### src/core/cog_event_defs.vh
// Register offsets, reset values and widths for the event input select block
`ifndef COG_EVENT_DEFS_VH
`define COG_EVENT_DEFS_VH

`define SRC_COUNT 8
`define ADDR_W 12
`define OFS_RISING_SOURCE_SELECT 12'h000
`define OFS_RISING_EVENT_MODE 12'h004
`define OFS_FALLING_EVENT_SOURCE_SELECT 12'h008
`define OFS_FALLING_EVENT_MODE 12'h00C
`define OFS_RISING_PHASE_DELAY 12'h010
`define OFS_FALLING_PHASE_DELAY 12'h014
`define OFS_EVENT_STATUS 12'h018
`define RST_SELECT 8'h00
`define RST_MODE 8'h00
`define RST_DELAY 8'h00
`define SRC_PIN_BIT 0
`define STAT_SRC_LSB 0
`define STAT_RISE_BUSY_BIT 8
`define STAT_FALL_BUSY_BIT 9

`endif

### src/core/cog_event_input_select.v
// Event input qualification for the complementary output generator
//
// Contract
// - Enabled source, rising mode one: low-to-high edge gives rising event after phase delay.
// - Enabled source, rising mode zero: high level gives immediate rising event.
// - Cleared rising enable bit: source ignored for rising events, whatever its mode.
// - Rising mode register holds one mode bit per source, bits 7 to 0.
// - Rising mode bit 0 governs the remapped pin source, only when enabled.
// - Falling select register holds eight enable bits in rising source order.
// - Cleared falling enable bit keeps its source out of the falling event.
// - Enabled source, falling mode one: high-to-low edge gives falling event after delay.
// - Enabled source, falling mode zero: low level gives immediate falling event.
// - Cleared falling enable bit: source ignored for falling events, whatever its mode.
// - Mode and select registers are read/write and reset to zero.
// - Separate eight-bit rising source select register enables each rising source.
// - Falling mode bit 0 governs the enabled remapped pin source.
//
// The implementer's own choices: the APB register port and the placing of the registers.
`include "cog_event_defs.vh"
`timescale 1ns/100ps
`default_nettype none

module cog_event_input_select (
    input wire clk_sys,
    input wire rst,
    input wire psel,
    input wire penable,
    input wire pwrite,
    input wire [`ADDR_W-1:0] paddr,
    input wire [31:0] pwdata,
    output reg [31:0] prdata,
    output reg pready,
    output reg pslverr,
    input wire freq_oscillator_output,
    input wire third_pulse_modulator_output,
    input wire second_capture_compare_output,
    input wire first_capture_compare_output,
    input wire first_logic_cell_output,
    input wire comparator_two_output,
    input wire comparator_one_output,
    input wire remapped_pin_select,
    output reg rising_event,
    output reg falling_event
);

    reg [7:0] rising_source_select;
    reg [7:0] rising_event_mode;
    reg [7:0] falling_event_source_select;
    reg [7:0] falling_event_mode;
    reg [7:0] rising_phase_delay;
    reg [7:0] falling_phase_delay;

    reg pin_s1;
    reg pin_s2;
    reg pin_s3;
    reg pin_level;
    reg [7:0] src_prev;
    reg [7:0] rise_count;
    reg [7:0] fall_count;
    reg rise_busy;
    reg fall_busy;

    wire [7:0] src_now;
    wire [7:0] rise_edge_hit;
    wire [7:0] rise_level_hit;
    wire [7:0] fall_edge_hit;
    wire [7:0] fall_level_hit;
    wire any_rise_edge;
    wire any_fall_edge;
    wire any_rise_level;
    wire any_fall_level;
    wire rise_delay_done;
    wire fall_delay_done;
    wire access;
    wire wr_en;
    reg next_pslverr;
    reg [31:0] next_prdata;

    // Pin needs a three-stage front end; the second and third stages must agree
    always @(posedge clk_sys or posedge rst) begin
        if (rst) begin
            pin_s1 <= 1'b0;
            pin_s2 <= 1'b0;
            pin_s3 <= 1'b0;
            pin_level <= 1'b0;
        end else begin
            pin_s1 <= remapped_pin_select;
            pin_s2 <= pin_s1;
            pin_s3 <= pin_s2;
            if (pin_s2 == pin_s3) begin
                pin_level <= pin_s3;
            end
        end
    end

    // On-chip sources share this clock, so they are taken directly
    assign src_now = {freq_oscillator_output, third_pulse_modulator_output,
                      second_capture_compare_output, first_capture_compare_output,
                      first_logic_cell_output, comparator_two_output,
                      comparator_one_output, pin_level};

    always @(posedge clk_sys or posedge rst) begin
        if (rst) begin
            src_prev <= 8'h00;
        end else begin
            src_prev <= src_now;
        end
    end

    // Per-source qualification
    genvar i;
    generate
        for (i = 0; i < `SRC_COUNT; i = i + 1) begin : g_src
            // Enable gates both modes, so a cleared enable hides the source
            assign rise_edge_hit[i] = rising_source_select[i] & rising_event_mode[i]
                                      & src_now[i] & ~src_prev[i];
            assign rise_level_hit[i] = rising_source_select[i] & ~rising_event_mode[i]
                                       & src_now[i];
            assign fall_edge_hit[i] = falling_event_source_select[i] & falling_event_mode[i]
                                      & ~src_now[i] & src_prev[i];
            assign fall_level_hit[i] = falling_event_source_select[i] & ~falling_event_mode[i]
                                       & ~src_now[i];
        end
    endgenerate

    assign any_rise_edge = |rise_edge_hit;
    assign any_rise_level = |rise_level_hit;
    assign any_fall_edge = |fall_edge_hit;
    assign any_fall_level = |fall_level_hit;

    // Phase delay: an edge starts the count, a new edge restarts it
    assign rise_delay_done = rise_busy & (rise_count == 8'h00);
    assign fall_delay_done = fall_busy & (fall_count == 8'h00);

    always @(posedge clk_sys or posedge rst) begin
        if (rst) begin
            rise_count <= 8'h00;
            rise_busy <= 1'b0;
        end else if (any_rise_edge) begin
            rise_count <= rising_phase_delay;
            rise_busy <= 1'b1;
        end else if (rise_delay_done) begin
            rise_busy <= 1'b0;
        end else if (rise_busy) begin
            rise_count <= rise_count - 8'h01;
        end
    end

    always @(posedge clk_sys or posedge rst) begin
        if (rst) begin
            fall_count <= 8'h00;
            fall_busy <= 1'b0;
        end else if (any_fall_edge) begin
            fall_count <= falling_phase_delay;
            fall_busy <= 1'b1;
        end else if (fall_delay_done) begin
            fall_busy <= 1'b0;
        end else if (fall_busy) begin
            fall_count <= fall_count - 8'h01;
        end
    end

    // Level triggers bypass the delay; outputs registered for clean timing
    always @(posedge clk_sys or posedge rst) begin
        if (rst) begin
            rising_event <= 1'b0;
            falling_event <= 1'b0;
        end else begin
            rising_event <= any_rise_level | rise_delay_done;
            falling_event <= any_fall_level | fall_delay_done;
        end
    end

    // APB slave: one wait state so read data comes from a flop
    assign access = psel & penable & ~pready;
    assign wr_en = psel & penable & pready & pwrite & ~pslverr;

    always @* begin
        next_pslverr = 1'b0;
        next_prdata = 32'h0000_0000;
        case (paddr)
            `OFS_RISING_SOURCE_SELECT: next_prdata[7:0] = rising_source_select;
            `OFS_RISING_EVENT_MODE: next_prdata[7:0] = rising_event_mode;
            `OFS_FALLING_EVENT_SOURCE_SELECT: next_prdata[7:0] = falling_event_source_select;
            `OFS_FALLING_EVENT_MODE: next_prdata[7:0] = falling_event_mode;
            `OFS_RISING_PHASE_DELAY: next_prdata[7:0] = rising_phase_delay;
            `OFS_FALLING_PHASE_DELAY: next_prdata[7:0] = falling_phase_delay;
            `OFS_EVENT_STATUS: begin
                next_prdata[`STAT_SRC_LSB+7:`STAT_SRC_LSB] = src_now;
                next_prdata[`STAT_RISE_BUSY_BIT] = rise_busy;
                next_prdata[`STAT_FALL_BUSY_BIT] = fall_busy;
            end
            default: next_pslverr = 1'b1;
        endcase
        if (pwrite) begin
            next_prdata = 32'h0000_0000;
            if (paddr == `OFS_EVENT_STATUS) begin
                next_pslverr = 1'b1;
            end
        end
    end

    always @(posedge clk_sys or posedge rst) begin
        if (rst) begin
            pready <= 1'b0;
            pslverr <= 1'b0;
            prdata <= 32'h0000_0000;
        end else begin
            pready <= access;
            pslverr <= access & next_pslverr;
            if (access) begin
                prdata <= next_prdata;
            end else begin
                prdata <= 32'h0000_0000;
            end
        end
    end

    // Only the low byte is stored; upper write data is dropped
    always @(posedge clk_sys or posedge rst) begin
        if (rst) begin
            rising_source_select <= `RST_SELECT;
            rising_event_mode <= `RST_MODE;
            falling_event_source_select <= `RST_SELECT;
            falling_event_mode <= `RST_MODE;
            rising_phase_delay <= `RST_DELAY;
            falling_phase_delay <= `RST_DELAY;
        end else if (wr_en) begin
            case (paddr)
                `OFS_RISING_SOURCE_SELECT: rising_source_select <= pwdata[7:0];
                `OFS_RISING_EVENT_MODE: rising_event_mode <= pwdata[7:0];
                `OFS_FALLING_EVENT_SOURCE_SELECT: falling_event_source_select <= pwdata[7:0];
                `OFS_FALLING_EVENT_MODE: falling_event_mode <= pwdata[7:0];
                `OFS_RISING_PHASE_DELAY: rising_phase_delay <= pwdata[7:0];
                `OFS_FALLING_PHASE_DELAY: falling_phase_delay <= pwdata[7:0];
                default: rising_phase_delay <= rising_phase_delay;
            endcase
        end
    end

endmodule

`default_nettype wire

### config.mk
export PLATFORM = sky130hd
export DESIGN_NAME = cog_event_input_select
export DESIGN_NICKNAME = d
export VERILOG_FILES = /design/src/core/cog_event_input_select.v
export VERILOG_INCLUDE_DIRS = /design/src /design/src/core
export SDC_FILE = /design/constraint.sdc
export NUM_CORES = 1
export LEC_CHECK = 0
export ABC_AREA = 0
export BUFFER_PORTS_ARGS = -buffer_cell sky130_fd_sc_hd__buf_4
export CAP_MARGIN = 20
export CORE_UTILIZATION = 35
export DETAILED_ROUTE_END_ITERATION = 8
export GPL_ROUTABILITY_DRIVEN = 0
export SLEW_MARGIN = 10
export SYNTH_ARGS = -nofsm -noshare
export SYNTH_HDL_FRONTEND = slang
export SYNTH_SLANG_ARGS = --single-unit
### constraint.sdc
create_clock -name clk_sys -period 2.9 [get_ports clk_sys]
set_input_delay 0 -clock clk_sys [delete_from_list [all_inputs] [get_ports clk_sys]]
set_output_delay 0 -clock clk_sys [all_outputs]
set_load 0.02 [all_outputs]
==> metrics.md, run 1 <==
| Metric | Value |
|---|---|
| Post-synth ARST share | `100%` |
| Area Overhead vs Synth | `20.2%` |
| Post-synth EDFFs | `0` |
| Die Area | `0.0139 mm2` |
| Final count of pins violating max slew | `0` |
| Hold path cells | `3` |
| CTS tree | `done` |
| Worst reg-to-reg path cell count | `4` |
| Hold path endpoint | `pslverr` |
| Sequential share of the synthesized area | `48.8%` |
| Clk Latency, worst-skew pair | `0.35 ns` |
| Clock skew | `0.00789 ns` |
| Multi-input gate area | `0.00226 mm2` |
| Post-Syn Instances | `396` |
| Crit path launch type | `flip-flop` |
| Top_reg_cell synth | `dfrtp_1` |
| DR vias | `3365` |
| Final WL | `11500 um` |
| Rel. slew slack | `42.5%` |
| Worst Setup Path Type | `flip-flop to flip-flop` |
| Worst Path Buf+Inv | `0` |
| Synth Area in Compound Gates | `5.81%` |
| First-pass GRT wire length | `18500 um` |
| Pwr/cell area | `452 mW/mm2` |
| Final setup fails | `0` |
| R2r setup slk | `about 0.52 ns` |
| Total congestion overflow | `0` |
| CP Max Fanout | `8` |
| Post-synthesis mux area share | `22.1%` |
| HPWL Detailed | `between 8000 and 9000 um` |
| Setup TNS | `0 ns` |
| Synth cell types | `52` |
| FILL cells | `1248` |
| N_diodes | `0` |
| Critical path's largest stage delay | `0.56 ns` |
| Top cell type's share of synthesized area | `48.8%` |
| Initial antenna violation count | `0` |
| Routed len/inst | `about 18 um` |
| Layout cells sized above 1 | `32.5%` |
| Longest Clk Path Bufs | `2` |
| Fin. Hold Viols | `0` |
| Reg area | `0.00230 mm2` |
| VDD IR max | `0.000366 V` |
| #FFs+latches synth | `92` |
| Fmax | `420 MHz` |
| GRT Util Overall | `17.4%` |
| Min Tclk post-route | `2.38 ns` |
| Area contributors post-synth | `dfrtp_1 49%, mux2_2 18%, buf_4 3.5%, mux2i_1 3.0%, nand4b_1 2.4%` |
| Site Rows | `42` |
| Status | `complete, no violations` |
| Synth top cells by count | `92 x dfrtp_1, 76 x mux2_2, 24 x nand2_1` |
| Routed Antenna Nets | `0` |
| Post-synthesis xor/xnor area fraction | `0.743%` |
| Worst Max-Slew Pin Slew | `approximately 0.86 ns` |
| Die Y | `118 um` |
| Synthesized cell area | `between 0.004 and 0.005 mm2` |
| Port bufs | `46` |
| Post-CTS Setup Bufs | `0` |
| Area after DPL | `0.00521 mm2` |
| Root Driver | `clkbuf_16` |
| Largest family of logic cells by synthesized area | `multiplexers` |
| Cell area after layout | `0.00567 mm2` |
| Delay-heaviest family, CP | `simple AND/OR/NAND/NOR gates` |
| MaxCap Viol Count | `0` |
| R2r startpoint | `pready` |
| Io pins | `93` |
| Routed vias/inst | `5.18` |
| Post-Synth Simple-Gate Area | `around 17%` |
| CTS Buf Count | `9` |
| CP Cell Sequence | `or4bb_1 > nor4_1 > nand3_1 > mux2_2` |
| Most frequent cell after synthesis | `dfrtp_1` |
| Cell depth of the worst setup path | `4` |
| Setup ws final | `~0.52 ns` |
| Leak | `0.00262 uW` |
| Worst slack, placed | `0.515 ns` |
| Synthesis Warnings | `0` |
| Die width | `118 um` |
| Core outline area | `0.0132 mm2` |
| Share of the core filled with cells | `43.0%` |
| Largest net degree at the start of global routing | `35` |
| Vias in the first global route | `3388` |
| Nature of the critical path endpoint | `flip-flop` |
| Mapped Avg Cell Area | `~12 um2` |
| CP max stage cell | `nand3_1` |
| Final-stage net count | `528` |
| R2R Path End | `falling_event_mode[0]` |
| RSZ-0062 raised after global routing | `no` |
| Clk sinks | `92` |
| DRC | `0` |
| Tcrit/Tclk final | `82.0%` |
| Largest area contributor in the netlist | `dfrtp_1` |
| Initial Util | `35.7%` |
| CTS H-tree lvls | `3` |
| Worst min-delay path startpoint | `pwrite` |
| Clk pin slew, worst setup/hold paths | `around 0.06 ns` |
| DRT Pass-1 Iters | `4` |
| CP Data Arrival Time | `2.61 ns` |
| CP required | `3.13 ns` |
| Hold WC Path Type | `primary input to flip-flop` |
| Drt initial violations | `149` |
| Synth Area in Adders | `0.743%` |
==> how the worst max path moves through the flow <==
stage | start | to | slack (ns)
after floorplan | rst | fall_busy | 0.51
after global placement | pready | falling_event_mode[0] | 0.54
after global routing | pready | falling_event_mode[6] | 0.30
after detailed placement | pready | falling_event_mode[5] | 0.51
final | pready | falling_event_mode[0] | 0.52
after CTS | pready | falling_event_mode[5] | 0.48
==> kinds of logic (layout without fill, tap and decap cells) <==
logic type,count (synthesis),count (layout)
flops,92,92
xor+xnor,4,4
compound gates,41,41
fa+ha+maj,3,3
simple gates,122,122
buf+inv,40,97
mux,93,93
other cells,1,22
==> worst register-to-register path: stages, from the launching register on <==
cell and delay, ns:
dfrtp_1 0.41, or4bb_1 0.41, nor4_1 0.44, nand3_1 0.56, mux2_2 0.45
==> layer usage <==
metal	vias up	track usage, %	wire, um
met1	1694	22.9	5190
li1	1557	-	-
met4	0	5.53	174
met3	13	4.31	563
met2	101	28.2	5620
met5	-	0	0
==> where the power goes <==
group          internal (uW)  leakage, uW  switching [uW]
clock network            603     0.000131             473
logic                   71.7      0.00126             111
registers               1300      0.00123            8.25
==> area by class of cell <==
class	count	area share, %
inverters	9	0.618
well taps	176	3.89
clock buffers	14	4.48
repair buffers	72	10.4
flip-flops and latches	92	40.6
clock inverters	2	0.177
multi-input cells	285	39.8
==> per-stage QoR <==
| stage | power (uW) | hold slack (ns) | cells |
|---|---|---|---|
| after floorplan | 1440 | 0.0314 | 417 |
| after global placement | 1490 | 0.0656 | 615 |
| after detailed placement | 1490 | 0.0756 | 615 |
| after CTS | 2590 | 0.0593 | 650 |
| after global routing | 2660 | 0.0679 | 650 |
| final | 2560 | 0.0558 | 650 |
==> repair_timing <==
| action | in CTS | in global routing |
|---|---|---|
| hold buffers | 19 | 0 |
| gates resized for setup | 0 | 0 |
| hold endpoints to repair | 85 | 0 |
==> cells in the final DEF (no fill, tap or decap), types with 4 or more instances in the layout <==
cell type	instances
nand4_1	4
nand4b_1	13
clkbuf_16	9
xnor2_1	4
a221oi_1	5
a21oi_1	8
o22ai_1	4
nor4_1	6
clkbuf_1	4
buf_4	53
nand3_1	7
dfrtp_1	92
nand2b_1	4
dlygate4sd3_1	19
conb_1	22
mux2i_1	14
nor2_1	17
mux2_2	76
inv_1	8
o21ai_0	8
nor2b_1	9
nand2_1	24
nor3b_1	10
==> flip-flops by register name (all words and copies together) (netlist names), 8 cells and up <==
register	cells
prdata	10
fall_count	8
falling_event_mode	8
falling_event_source_select	8
falling_phase_delay	8
rise_count	8
rising_event_mode	8
rising_phase_delay	8
rising_source_select	8
src_prev	8
No activity file was read; power rests on OpenSTA's default activity.
==> inputs of run 2 (changes only) <==
- clock period: 2.9 -> 2.2 ns (I/O delays scaled with it)
==> run 2 against run 1 <==
Net effect: non-clock buffer count increased by 16; sequential power up 32%; global-route usage rose by 0.12 points; wire length is 0.96% higher; hold slack gained 0.027 ns; first-iteration DRC count increased by 77%; total power grew 42%.
==> metrics.md, run 2 (synthesized netlist as in run 1, its figures left out) <==
| Metric | Value |
|---|---|
| Status | `complete, no violations (unchanged)` |
| Area Overhead vs Synth | `24.7% (was 20.2%)` |
| Fmax | `474 MHz (was 420 MHz)` |
| Routed Antenna Nets | `0 (unchanged)` |
| CP dominant cell by count | `buf_4` |
| CTS H-tree lvls | `3 (unchanged)` |
| Setup TNS | `0 ns (unchanged)` |
| Final count of pins violating max slew | `0 (unchanged)` |
| Total power | `3630 uW (was 2560 uW)` |
| Root Driver | `clkbuf_16 (unchanged)` |
| Largest Register | `prdata (unchanged)` |
| WHS | `0.0825 ns (was 0.0558 ns)` |
| CP Cell Sequence | `buf_4 > inv_1 > ha_1 > or3b_2 > o21ai_0 > buf_4 > xnor2_1 > mux2_2 (was or4bb_1 > nor4_1 > nand3_1 > mux2_2)` |
| DRC | `0 (unchanged)` |
| Port bufs | `46 (unchanged)` |
| Leak | `0.00273 uW (was 0.00262 uW)` |
| GRT Util Overall | `17.6% (was 17.4%)` |
| Tcrit/Tclk final | `95.9% (was 82.0%)` |
| First-pass GRT wire length | `18500 um (about the same)` |
| N_diodes | `0 (unchanged)` |
| Critical path's largest stage delay | `0.50 ns (was 0.56 ns)` |
| Worst Max-Slew Pin Slew | `0.593 ns (was 0.859 ns)` |
| Initial Util | `35.7% (unchanged)` |
| Worst min-delay path startpoint | `pwrite (unchanged)` |
| Clk sinks | `92 (unchanged)` |
| Worst Setup Path Type | `flip-flop to flip-flop (unchanged)` |
| Routed length on met3 | `498 um (was 563 um)` |
| Total congestion overflow | `0 (unchanged)` |
| Worst reg-to-reg path cell count | `8 (was 4)` |
| Pwr/cell area | `617 mW/mm2 (was 452 mW/mm2)` |
| VDD IR max | `0.000561 V (was 0.000366 V)` |
| Final setup fails | `0 (unchanged)` |
| DR top layer | `met4 (unchanged)` |
| Initial antenna violation count | `0 (unchanged)` |
| Site Rows | `42 (unchanged)` |
| Die Area | `0.0139 mm2 (unchanged)` |
| Largest net degree at the start of global routing | `93 (was 35)` |
| Final-stage net count | `544 (was 528)` |
| Die Y | `118 um (unchanged)` |
| R2R Path End | `fall_count[0] (was falling_event_mode[0])` |
| Rel. slew slack | `60.1% (was 42.5%)` |
| MaxCap Viol Count | `0 (unchanged)` |
| Clk Latency, worst-skew pair | `0.35 ns (about the same)` |
| Min Tclk post-route | `2.11 ns (was 2.38 ns)` |
| Hold WC Path Type | `primary input to flip-flop (unchanged)` |
| CP required | `2.43 ns (was 3.13 ns)` |
| DR vias | `3407 (was 3365)` |
| R2r setup slk | `0.09 ns (was 0.52 ns)` |
| Crit path launch type | `flip-flop (unchanged)` |
| Routed vias/inst | `5.12 (was 5.18)` |
| Met1 WL | `5320 um (was 5190 um)` |
| Hold path endpoint | `pslverr (unchanged)` |
| DRT Pass-1 Iters | `4 (unchanged)` |
| Hold path cells | `3 (unchanged)` |
| CP Max Fanout | `5 (was 8)` |
| Delay-heaviest family, CP | `simple AND/OR/NAND/NOR gates (unchanged)` |
| Routed len/inst | `17.5 um (was 17.8 um)` |
| Drt initial violations | `264 (was 149)` |
| Core outline area | `0.0132 mm2 (unchanged)` |
| DR WL met2 | `5650 um (was 5620 um)` |
| Nature of the critical path endpoint | `flip-flop (unchanged)` |
| CP Data Arrival Time | `2.34 ns (was 2.61 ns)` |
| Clk pin slew, worst setup/hold paths | `0.06 ns (about the same)` |
| Largest register FFs | `10 (unchanged)` |
| CP max stage cell | `or3b_2 (was nand3_1)` |
| CTS Buf Count | `9 (unchanged)` |
| Post-CTS Setup Bufs | `0 (unchanged)` |
| Layout cells sized above 1 | `35.5% (was 32.5%)` |
| Non-filler instance count after layout | `666 (was 650)` |
| Vias in the first global route | `3334 (was 3388)` |
| Most frequent cells in the layout | `92 x dfrtp_1, 76 x mux2_2, 67 x buf_4 (was 92 x dfrtp_1, 76 x mux2_2, 53 x buf_4)` |
| CTS tree | `done (unchanged)` |
| Dpl cells | `631 (was 615)` |
| Die width | `118 um (unchanged)` |
| Longest Clk Path Bufs | `2 (unchanged)` |
| Final WL | `11600 um (was 11500 um)` |
| Clock skew | `0.00952 ns (was 0.00789 ns)` |
| R2r startpoint | `fall_count[0] (was pready)` |
| HPWL Detailed | `8470 um (was 8340 um)` |
| Io pins | `93 (unchanged)` |
| RSZ-0062 raised after global routing | `no (unchanged)` |
| Worst Path Buf+Inv | `3 (was 0)` |
| Commonest non-fill, non-tap cell in the layout | `dfrtp_1 (unchanged)` |
| Fin. Hold Viols | `0 (unchanged)` |
## run 2: cell count changes in the layout (fill, tap and decap cells not counted), moves of 2 or more
cell        before  now
clkbuf_1         4    2
bufinv_16        0    2
buf_12           0    2
buf_4           53   67
clkinv_2         3    1
clkinvlp_4       0    2
## run 2: metrics by stage
step                util, %  instance area (um2)  setup slack [ns]
detailed placement     40.6                 5360            0.0330
floorplan                 -                 4800            0.0848
global route           44.6                 5880           0.00330
global placement       40.6                 5360            0.0448
CTS                    44.5                 5870            0.0575
finish                 44.6                 5880            0.0893
## run 2: layer usage
layer / track usage (%) / vias up
li1: - / 1595
met1: 23.3 / 1707
met2: 28.3 / 93
met3: 4.22 / 12
met4: 5.29 / 0
met5: 0 / -
## run 2: repair_timing
item / CTS / global route
hold buffers: 19 / 0
gates resized for setup: 0 / 2
endpoints found under the setup margin: 0 / 2
endpoints found under the hold margin: 149 / 0
## run 2: area by class of cell
type	count	area, um2
Sequential cell	92	2300
Inverter	9	37.5
Fill cell	1231	7310
Timing Repair Buffer	88	733
Tap cell	176	220
Clock buffer	12	246
Multi-Input combinational cell	285	2270
Clock inverter	4	72.6
## run 2: worst min-delay path: stages
cell,delay (ns)
buf_4,0.10
o211ai_1,0.09
a21boi_0,0.18
## run 2: where the power goes
group	switching (uW)	internal, uW
Clock	638	1030
Sequential	11.5	1710
Combinational	146	97.9
## run 2: worst max path at each step
stage / endpoint / slack, ns / cells after the start / start
after floorplan: fall_count[7] / 0.08 / 4 / fall_count[0]
after global placement: falling_event_source_select[4] / 0.04 / 6 / paddr[9]
final: fall_count[0] / 0.09 / 8 / fall_count[0]
after global routing: fall_count[0] / 0.003 / 8 / fall_count[0]
after detailed placement: rising_phase_delay[6] / 0.03 / 6 / paddr[9]
after CTS: fall_count[7] / 0.06 / 4 / fall_count[0]
